==> config.mk <==
export PLATFORM = sky130hd
export DESIGN_NAME = bcep_regs
export DESIGN_NICKNAME = d
export VERILOG_FILES = /design/src/hw/bcep_pkg.sv /design/src/hw/bcep_clk_gate.sv /design/src/hw/bcep_regs.sv
export SDC_FILE = /design/constraint.sdc
export NUM_CORES = 1
export LEC_CHECK = 0
export BUFFER_PORTS_ARGS = -buffer_cell sky130_fd_sc_hd__buf_2
export CORE_ASPECT_RATIO = 0.5
export CORE_MARGIN = 4
export CORE_UTILIZATION = 27
export CTS_BUF_LIST = sky130_fd_sc_hd__clkbuf_2
export CTS_CLUSTER_SIZE = 14
export DETAILED_ROUTE_END_ITERATION = 12
export PLACE_DENSITY = 0.47
export SYNTH_ARGS = -nofsm -noshare
export SYNTH_HDL_FRONTEND = slang
export SYNTH_HIERARCHICAL = 1
export SYNTH_SLANG_ARGS = --single-unit
==> constraint.sdc <==
create_clock -name i_clk -period 4.5 [get_ports i_clk]
set_clock_uncertainty 0.15 [all_clocks]
set_input_delay 0.225 -clock i_clk [delete_from_list [all_inputs] [get_ports i_clk]]
set_output_delay 0.225 -clock i_clk [all_outputs]
set_load 0.05 [all_outputs]
==> src/hw/bcep_pkg.sv <==
/*
 * Constants shared by the bridge clock-gating, error-cause and power-management register slice.
 * Assumes an APB register bus with 32-bit data. Each printed index takes one word,
 * so its byte address is four times the index. Assumes one 40 MHz system clock.
 */
// Contract
// - bits 13..8 stop upper clocks, high
// - two-bit fields; code 11 stops, high
// - bits 15..14 read zero, ignore writes
// - clock gating register resets to zero
// - bit 6 records delayed read time-out
// - bit 5 records delayed write time-out
// - bit 4 records posted write master abort
// - bit 3 records posted write target abort
// - bit 2 records posted write time-out
// - bit 1 records posted write parity error
// - cause bits 7, 0 zero; reset zero
// - capability identifier always reads 01h
// - next pointer E4h hot-swap, else 00h
// - per-cause mask bit suppresses system error
package bcep_pkg;
   localparam int ADDR_W = 12;
   localparam int DATA_W = 32;

   // register indices; byte address is index times four
   localparam logic [7:0] IDX_CLK_GATE = 8'h68;
   localparam logic [7:0] IDX_ERR_CAUSE = 8'h6A;
   localparam logic [7:0] IDX_ERR_MASK = 8'h6C;
   localparam logic [7:0] IDX_IRQ_STATUS = 8'h70;
   localparam logic [7:0] IDX_IRQ_MASK = 8'h71;
   localparam logic [7:0] IDX_CAP_ID = 8'hDC;
   localparam logic [7:0] IDX_NEXT_PTR = 8'hDD;
   localparam logic [ADDR_W-1:0] ADDR_CLK_GATE = {2'h0, IDX_CLK_GATE, 2'h0};
   localparam logic [ADDR_W-1:0] ADDR_ERR_CAUSE = {2'h0, IDX_ERR_CAUSE, 2'h0};
   localparam logic [ADDR_W-1:0] ADDR_ERR_MASK = {2'h0, IDX_ERR_MASK, 2'h0};
   localparam logic [ADDR_W-1:0] ADDR_IRQ_STATUS = {2'h0, IDX_IRQ_STATUS, 2'h0};
   localparam logic [ADDR_W-1:0] ADDR_IRQ_MASK = {2'h0, IDX_IRQ_MASK, 2'h0};
   localparam logic [ADDR_W-1:0] ADDR_CAP_ID = {2'h0, IDX_CAP_ID, 2'h0};
   localparam logic [ADDR_W-1:0] ADDR_NEXT_PTR = {2'h0, IDX_NEXT_PTR, 2'h0};

   // reset values and writable bits
   localparam logic [15:0] CLK_GATE_RST = 16'h0000;
   localparam logic [15:0] CLK_GATE_WMASK = 16'h3FFF;
   localparam logic [7:0] ERR_CAUSE_RST = 8'h00;
   localparam logic [7:0] CAUSE_WMASK = 8'h7E;
   localparam logic [7:0] ERR_MASK_RST = 8'h00;
   localparam logic [7:0] IRQ_STATUS_RST = 8'h00;
   localparam logic [7:0] IRQ_MASK_RST = 8'h00;
   localparam logic [7:0] CAP_ID_VAL = 8'h01;
   localparam logic [7:0] NEXT_PTR_HOT_SWAP = 8'hE4;
   localparam logic [7:0] NEXT_PTR_OTHER = 8'h00;

   // secondary clock fields
   localparam int NUM_SEC_CLK = 10;
   localparam int NUM_NARROW = 4;
   localparam int UPPER_GATE_LSB = 8;
   localparam logic [1:0] GATE_STOP_CODE = 2'h3;

   // error cause bit positions
   localparam int BIT_READ_TIMEOUT = 6;
   localparam int BIT_WRITE_TIMEOUT = 5;
   localparam int BIT_POSTED_MASTER_ABORT = 4;
   localparam int BIT_POSTED_TARGET_ABORT = 3;
   localparam int BIT_POSTED_TIMEOUT = 2;
   localparam int BIT_POSTED_PARITY = 1;

   // secondary clock rate derived from the system clock
   localparam int SYS_CLK_HZ = 40_000_000;
   localparam int SEC_CLK_HZ = 10_000_000;
   localparam int SEC_HALF_CYC = SYS_CLK_HZ / (2 * SEC_CLK_HZ);
   localparam int DIV_W = 4;
   localparam logic [DIV_W-1:0] DIV_LAST = DIV_W'(SEC_HALF_CYC - 1);
endpackage

==> src/hw/bcep_clk_gate.sv <==
/*
 * One secondary clock output: toggles on each divider tick, held high while stopped.
 * Assumes i_tick is a one-cycle enable from a free divider in the same clock domain.
 */
`timescale 1ns/1ps
`default_nettype none
module bcep_clk_gate (
   input wire logic i_clk,
   input wire logic i_srst,
   input wire logic i_tick,
   input wire logic i_stop,
   output logic o_clk_out
);
   typedef struct packed {
      logic clk_out;
   } bcep_gate_state_t;

   bcep_gate_state_t s_r;
   bcep_gate_state_t s_nxt;

   always_comb begin
      s_nxt = s_r;
      if (i_stop) begin
         s_nxt.clk_out = 1'b1;
      end else if (i_tick) begin
         s_nxt.clk_out = ~s_r.clk_out;
      end
   end

   always_ff @(posedge i_clk) begin
      if (i_srst) begin
         s_r.clk_out <= 1'b1;
      end else begin
         s_r <= s_nxt;
      end
   end

   assign o_clk_out = s_r.clk_out;
endmodule
`default_nettype wire

==> src/hw/bcep_regs.sv <==
/*
 * Register slice of the bridge: secondary clock gating, sticky error cause flags with
 * their masks, system error pulse, interrupt status and mask, power-management capability
 * identifier and next pointer. Served over APB with zero wait states.
 * Assumes error events arrive as one-cycle pulses synchronous to i_clk and that the
 * hot-swap strap is stable while i_srst is high.
 */
`timescale 1ns/1ps
`default_nettype none
module bcep_regs
   import bcep_pkg::*;
(
   input wire logic i_clk,
   input wire logic i_srst,
   input wire logic i_psel,
   input wire logic i_penable,
   input wire logic i_pwrite,
   input wire logic [bcep_pkg::ADDR_W-1:0] i_paddr,
   input wire logic [bcep_pkg::DATA_W-1:0] i_pwdata,
   input wire logic [3:0] i_pstrb,
   output logic [bcep_pkg::DATA_W-1:0] o_prdata,
   output logic o_pready,
   output logic o_pslverr,
   input wire logic i_hot_swap_mode,
   input wire logic i_evt_read_timeout,
   input wire logic i_evt_write_timeout,
   input wire logic i_evt_posted_master_abort,
   input wire logic i_evt_posted_target_abort,
   input wire logic i_evt_posted_timeout,
   input wire logic i_evt_posted_parity,
   output logic o_primary_system_error,
   output logic o_irq,
   output logic o_sec_clock_out_0,
   output logic o_sec_clock_out_1,
   output logic o_sec_clock_out_2,
   output logic o_sec_clock_out_3,
   output logic o_sec_clock_out_4,
   output logic o_sec_clock_out_5,
   output logic o_sec_clock_out_6,
   output logic o_sec_clock_out_7,
   output logic o_sec_clock_out_8,
   output logic o_sec_clock_out_9
);
   import bcep_pkg::*;

   typedef struct packed {
      logic [15:0] clk_gate;
      logic [7:0] err_cause;
      logic [7:0] err_mask;
      logic [7:0] irq_status;
      logic [7:0] irq_mask;
      logic hot_swap;
      logic [DATA_W-1:0] prdata;
      logic pready;
      logic pslverr;
      logic serr;
      logic irq;
      logic [DIV_W-1:0] div;
      logic tick;
   } bcep_state_t;

   bcep_state_t s_r;
   bcep_state_t s_nxt;

   logic [7:0] event_vec;
   logic [7:0] cause_set;
   logic setup;
   logic access_wr;
   logic mapped;
   logic wr_clk_gate;
   logic wr_err_cause;
   logic [DATA_W-1:0] rd_val;
   logic [NUM_SEC_CLK-1:0] gate_stop;
   logic [NUM_SEC_CLK-1:0] sec_clk;

   always_comb begin
      event_vec = 8'h00;
      event_vec[BIT_READ_TIMEOUT] = i_evt_read_timeout;
      event_vec[BIT_WRITE_TIMEOUT] = i_evt_write_timeout;
      event_vec[BIT_POSTED_MASTER_ABORT] = i_evt_posted_master_abort;
      event_vec[BIT_POSTED_TARGET_ABORT] = i_evt_posted_target_abort;
      event_vec[BIT_POSTED_TIMEOUT] = i_evt_posted_timeout;
      event_vec[BIT_POSTED_PARITY] = i_evt_posted_parity;
   end

   // an event raises the system error and is recorded only while its mask bit is clear
   assign cause_set = event_vec & ~s_r.err_mask & CAUSE_WMASK;

   assign setup = i_psel & ~i_penable;
   assign access_wr = i_psel & i_penable & s_r.pready & ~s_r.pslverr & i_pwrite;
   assign wr_clk_gate = access_wr & (i_paddr == ADDR_CLK_GATE);
   assign wr_err_cause = access_wr & (i_paddr == ADDR_ERR_CAUSE) & i_pstrb[0];

   always_comb begin
      mapped = 1'b1;
      rd_val = '0;
      case (i_paddr)
         ADDR_CLK_GATE: rd_val = {16'h0000, s_r.clk_gate & CLK_GATE_WMASK};
         ADDR_ERR_CAUSE: rd_val = {24'h000000, s_r.err_cause & CAUSE_WMASK};
         ADDR_ERR_MASK: rd_val = {24'h000000, s_r.err_mask};
         ADDR_IRQ_STATUS: rd_val = {24'h000000, s_r.irq_status};
         ADDR_IRQ_MASK: rd_val = {24'h000000, s_r.irq_mask};
         ADDR_CAP_ID: rd_val = {24'h000000, CAP_ID_VAL};
         ADDR_NEXT_PTR: begin
            rd_val = {24'h000000, s_r.hot_swap ? NEXT_PTR_HOT_SWAP : NEXT_PTR_OTHER};
         end
         default: mapped = 1'b0;
      endcase
   end

   always_comb begin
      s_nxt = s_r;
      // zero-wait slave: answer is registered in the setup cycle
      s_nxt.pready = setup;
      s_nxt.pslverr = setup & ~mapped;
      s_nxt.prdata = (setup & ~i_pwrite & mapped) ? rd_val : '0;

      if (wr_clk_gate) begin
         if (i_pstrb[0]) begin
            s_nxt.clk_gate[7:0] = i_pwdata[7:0];
         end
         if (i_pstrb[1]) begin
            s_nxt.clk_gate[15:8] = i_pwdata[15:8] & CLK_GATE_WMASK[15:8];
         end
      end

      // software may clear or set; a hardware set in the same cycle wins
      if (wr_err_cause) begin
         s_nxt.err_cause = i_pwdata[7:0] & CAUSE_WMASK;
      end
      s_nxt.err_cause = s_nxt.err_cause | cause_set;

      if (access_wr & (i_paddr == ADDR_ERR_MASK) & i_pstrb[0]) begin
         s_nxt.err_mask = i_pwdata[7:0] & CAUSE_WMASK;
      end
      if (access_wr & (i_paddr == ADDR_IRQ_MASK) & i_pstrb[0]) begin
         s_nxt.irq_mask = i_pwdata[7:0] & CAUSE_WMASK;
      end
      if (access_wr & (i_paddr == ADDR_IRQ_STATUS) & i_pstrb[0]) begin
         s_nxt.irq_status = s_r.irq_status & ~i_pwdata[7:0];
      end
      s_nxt.irq_status = s_nxt.irq_status | cause_set;

      s_nxt.serr = |cause_set;
      s_nxt.irq = |(s_r.irq_status & s_r.irq_mask);

      // divider for the secondary clocks
      s_nxt.tick = (s_r.div == DIV_LAST);
      s_nxt.div = (s_r.div == DIV_LAST) ? '0 : s_r.div + DIV_W'(1);
   end

   always_ff @(posedge i_clk) begin
      if (i_srst) begin
         s_r <= '0;
         s_r.clk_gate <= CLK_GATE_RST;
         s_r.err_cause <= ERR_CAUSE_RST;
         s_r.err_mask <= ERR_MASK_RST;
         s_r.irq_status <= IRQ_STATUS_RST;
         s_r.irq_mask <= IRQ_MASK_RST;
         // strap sampled while reset is held
         s_r.hot_swap <= i_hot_swap_mode;
      end else begin
         s_r <= s_nxt;
      end
   end

   genvar gi;
   generate
      for (gi = 0; gi < NUM_SEC_CLK; gi++) begin : g_sec
         if (gi < NUM_NARROW) begin : g_narrow
            assign gate_stop[gi] = (s_r.clk_gate[2*gi+1:2*gi] == GATE_STOP_CODE);
         end else begin : g_upper
            assign gate_stop[gi] = s_r.clk_gate[UPPER_GATE_LSB+gi-NUM_NARROW];
         end
         bcep_clk_gate u_gate (
            .i_clk(i_clk),
            .i_srst(i_srst),
            .i_tick(s_r.tick),
            .i_stop(gate_stop[gi]),
            .o_clk_out(sec_clk[gi])
         );
      end
   endgenerate

   assign o_prdata = s_r.prdata;
   assign o_pready = s_r.pready;
   assign o_pslverr = s_r.pslverr;
   assign o_primary_system_error = s_r.serr;
   assign o_irq = s_r.irq;
   assign o_sec_clock_out_0 = sec_clk[0];
   assign o_sec_clock_out_1 = sec_clk[1];
   assign o_sec_clock_out_2 = sec_clk[2];
   assign o_sec_clock_out_3 = sec_clk[3];
   assign o_sec_clock_out_4 = sec_clk[4];
   assign o_sec_clock_out_5 = sec_clk[5];
   assign o_sec_clock_out_6 = sec_clk[6];
   assign o_sec_clock_out_7 = sec_clk[7];
   assign o_sec_clock_out_8 = sec_clk[8];
   assign o_sec_clock_out_9 = sec_clk[9];
endmodule
`default_nettype wire

==> Yosys cells after proc, flatten, opt, wreduce, memory -nomap -nowiden <==
Cells that the tools add are included.
{ "totals": {"mem_bits_rw": 0, "reg_bits": 94, "out_inout_bits": 46, "latchBits": 0, "romBits": 0, "n_memories": 0} }
{ "classes": {"div_mod_pow": 0, "mul": 0, "n_shift": 0, "n_reduce_logical": 17, "add_sub_neg": 1, "bitwise": 39, "magnitude_cmp": 0, "mux": 5, "n_eq_ne": 12} }
{ "op_table": {"columns": ["operator", "n"], "rows": [
  ["$pmux 14 s7", 1],
  ["$eq 12x9->1 const B", 5],
  ["$eq 12x10->1 const B", 2],
  ["$mux 8", 3],
  ["$reduce_or 2->1", 12],
  ["$and 1x1->1", 17],
  ["$or 8x7->8", 2],
  ["$not 1->1", 15],
  ["$and 8x7->8", 1],
  ["$and 8x8->8", 1],
  ["$eq 2x2->1 const B", 4],
  ["$not 8->8", 1],
  ["$reduce_or 8->1", 1],
  ["$and 7x7->7", 1],
  ["$not 7->7", 1],
  ["$reduce_or 7->1", 1],
  ["$reduce_or 6->1", 1],
  ["$add 4x1->4 const B", 1],
  ["$eq 4x1->1 const B", 1],
  ["$reduce_and 2->1", 2],
  ["$mux 1", 1]
]} }

==> Logic depth before layout (Yosys ltp) <==
{ "logic_depth": {"depth_word": 8, "mapped_depth": 6, "mapped_depth_nobuf": 6} }

==> By module <==
Netlist, hierarchy kept.
{ "modules_own_cells": {"columns": ["module", "cells_per_inst", "n_inst", "area_each_um2"], "rows": [
  ["bcep_regs", 353, 1, 3278.1],
  ["bcep_clk_gate", 3, 10, 35.0]
]} }

==> Worst setup path after synthesis <==
No wires, ideal clock.
{ "synth_timing": {"kind": "register to register", "startpoint": "register s_r, in the netlist o_pready", "endpoint": "register s_r[43] (netlist bit)", "stages_incl_launch_ff": 6, "slack_ps": 2263, "arrival_ps": 2016, "setup_ps": 72, "path_buffers": 1, "period_less_slack_ps": 2237, "path_cell_list": "dfxtp_1 nand3_1 nor3_1 and4_1 buf_4 mux2i_1"} }
{ "synth_via": {"elab_chain_cells": 5} }
{ "synth_rtl": {"columns": ["item", "line", "rtl"], "rows": [
  ["start, declared", "bcep_regs.sv:62", "bcep_state_t s_r;"],
  ["start signal, assigned", "bcep_regs.sv:163", "s_r <= s_nxt;"],
  ["$and 1x1->1 (3 in a row)", "bcep_regs.sv:90", "assign access_wr = i_psel & i_penable & s_r.pready & ~s_r.pslverr & i_pwrite;"],
  ["$and 1x1->1 (2 in a row)", "bcep_regs.sv:136", "if (access_wr & (i_paddr == ADDR_IRQ_MASK) & i_pstrb[0]) begin"]
]} }
Every way passes these cells.
A chain may end at the register's enable or synchronous reset.

==> Worst setup path after layout <==
{ "layout_timing": {"startpoint": "input port i_paddr[3] (netlist bit)", "endpoint": "register s_r, in the netlist gate_stop[9]"} }
{ "layout_via": {"elab_chain_cells": 3} }
{ "layout_rtl": {"columns": ["item", "line", "rtl"], "rows": [
  ["start, declared", "bcep_regs.sv:18", "input wire logic [bcep_pkg::ADDR_W-1:0] i_paddr,"],
  ["$eq 12x9->1", "bcep_regs.sv:91", "assign wr_clk_gate = access_wr & (i_paddr == ADDR_CLK_GATE);"],
  ["$and 1x1->1", "bcep_regs.sv:91", null],
  ["$reduce_and 2->1 (no line)", null, null]
]} }
Every way passes these cells.

==> qor.yml <==
run_status:
  outcome: "completed"
final_layout:
  area_delta_synth_final_pct: 24.5
  final_cell_mix: "dfxtp_1 (73), buf_2 (67), dlygate4sd3_1 (46), nand2b_1 (43)"
  multi_input_area_um2: 1890
  final_common_cell: "dfxtp_1"
  num_antenna_cells: 0
  layout.nets: 543
  regArea_um2: 1490
  drive_gt1_frac: 0.205
  nFillCells: 1367
clock_network:
  clkTransAtPathRegs_ps: 200
  postCtsHoldBufs: 46
  clockRootBuffer: "clkbuf_2"
  clock_sinks: 74
  clock_latency_ps: 520
  post_cts_buffers: 0
  cts_tree: "built"
  cts_resized: 0
  h-tree-depth: 3
  cts_buffer_depth: 2
  numCtsBuffers: 9
floorplan:
  design.die.area_um2: 15500
  core-area_um2: 12900
  initial_utilization: 0.281
  chipWidth_um: 172
  rows: 29
  ioPinCount: 106
  die_h_um: 90.0
detailed_routing:
  vias: 3005
  drt-vias-per-instance: 4.59
  finalWirelength_um: 9800
  first_iter_violations: 153
  wl_per_cell_um: 15.0
  drc: 0
  dr.pass1.iters: 4
  antenna_left: 0
timing:
  rsz0062_at_grt: "false"
  worst_hold_slack_ps: 62.8
  max_slew.worst_pin.slew_ps: 870
  tns_ps: 0
  slew_headroom: 0.419
  drv_slew: 0
  hold_violations: 0
  fmax_mhz: 355
  min_period_over_period: 0.626
  finalCriticalPeriod_ps: 2820
  setup-violations-final: 0
logic_synthesis:
  synth-edff-count: 1
  synth.distinct_cells: 50
  synthesis.area_um2: 3630
  ys_seq_elements: 74
  synth_compound_area_frac: 0.109
  synth_xor_area_frac: 0.0266
  yosys_warnings: 6
  synth_top_family_by_area: "simple AND/OR/NAND/NOR gates"
  synth_ff_type: "dfxtp_1"
  syn_avg_cell_area_um2: 9.47
  synthAdderAreaFrac: 0.00690
  netlist_instances: 383
  ys_async_sr_fraction: 0
  ys_seq_area_frac: 0.411
  synthMuxAreaShare: 0.0817
  yosys.area_share.simple: 0.278
global_routing:
  grt_pass1_vias: 2916
  grt_overflow: 0
  grtUsageTotal: 0.126
  antenna_found_initial: 0
  grt_pass1_wl_um: 15500
  grt_start_max_net_pins: 72
placement:
  gp_congestion: 0.791
  io_buffer_count: 67
  hpwl_um: 7000
worst_setup_path:
  path_delay_family: "simple AND/OR/NAND/NOR gates"
  cp.arrival_ps: 3130
  crit_chain: "dlygate4sd3_1 > buf_2 > nor4_4 > nand4_4 > nor4_4 > mux2i_1 > dlygate4sd3_1"
  worst-path-max-fanout: 10
  worst_setup_path_end_kind: "flop"
  max_stage_delay_ps: 670
  start_kind: "primary input"
  crit_type: "primary input to flop"
  critPathRequiredTime_ps: 4810
  cp_slowest_cell: "nor4_4"
  crit_buf_inv: 3
power:
  p_total_w: 0.00129
  p_leak_nw: 1.81
  power.density_nw_per_um2: 286
  max-vdd-ir-drop_v: 0.000146
run:
  cap_violations: 0
min_path:
  hold_class: "primary input to flop"
## state kept, by name, summed over array words and instances, names as in the netlist
signal,cells
gate_stop,6
o_irq,1
o_pready,1
g_sec.u_gate/o_clk_out,10
o_prdata,14
o_primary_system_error,1
s_nxt,1
s_r,39
o_pslverr,1
## path summary, 6_finish.rpt
kind / startpoint / end / slack (ps) / depth (start not counted)
worst min register to register: s_r[57] / s_r[57] / 320 / 2
worst max register to register: o_pslverr / s_r[55] / 1690 / 5
worst max-delay path: i_paddr[3] / gate_stop[9] / 1680 / 7
worst min-delay path: i_paddr[7] / o_prdata[2] / 60 / 5
## final cells by class
cell class | instances | share of cell area
inverter | 5 | 0.00415
multi-input combinational | 276 | 0.418
tap | 170 | 0.0471
clock buffer | 10 | 0.0111
sequential | 74 | 0.330
clock inverter | 4 | 0.0102
timing repair buffer | 115 | 0.179
## per-layer routing
metal  part of all wire  global-route usage
met5                  0                   0
met4              0.012              0.0360
met3              0.061              0.0359
met2               0.42               0.180
met1               0.51               0.185
## metrics by stage
stage	utilization	worst slack, ps	instances	cell area [um^2]
3_5_place_dp	0.307	1970	594	3960
6_report	0.350	1680	654	4520
2_1_floorplan	-	2260	400	3690
5_1_grt	0.350	1580	654	4520
3_3_place_gp	0.307	1950	594	3960
4_1_cts	0.350	1720	654	4520
## synth_stat cells, types with 2 or more instances
library cell | n | share of area
a21oi_1 | 4 | 0.0055
a221oi_1 | 2 | 0.0048
a22oi_1 | 4 | 0.0083
a311oi_1 | 6 | 0.014
a31oi_1 | 10 | 0.017
and2_1 | 12 | 0.021
and3_1 | 4 | 0.0069
and4_1 | 2 | 0.0048
buf_4 | 33 | 0.068
clkbuf_1 | 11 | 0.011
dfxtp_1 | 73 | 0.40
ha_1 | 2 | 0.0069
inv_1 | 5 | 0.0052
mux2_2 | 5 | 0.016
mux2i_1 | 24 | 0.066
nand2_1 | 5 | 0.0052
nand2b_1 | 43 | 0.074
nand3_1 | 11 | 0.015
nand4_1 | 4 | 0.0069
nor2_1 | 11 | 0.011
nor2b_1 | 17 | 0.029
nor3_1 | 14 | 0.019
nor3_2 | 2 | 0.0055
nor3b_1 | 3 | 0.0062
nor4_4 | 2 | 0.012
nor4b_1 | 2 | 0.0048
o2111ai_1 | 2 | 0.0048
o21ai_0 | 24 | 0.033
or3_1 | 13 | 0.022
or3b_2 | 3 | 0.0072
xor2_1 | 11 | 0.027
## tightest hold or removal path, stage by stage
cell and delay, ps:
buf_2 120, nand2b_1 100, nor2_1 110, o31ai_1 80
a21oi_1 70
## power breakdown
part           internal, W  switching, W  leakage (nW)
Sequential        0.000684     0.0000218         0.605
Combinational    0.0000831      0.000150          1.14
Clock             0.000122      0.000233        0.0613
## cell families after synthesis
group | count (synthesis)
fa+ha+maj | 2
compound gates | 60
simple gates | 156
flops | 74
buf+inv | 50
mux | 29
xor+xnor | 11
other cells | 1
Note: power is estimated with default switching activity, not from simulation.
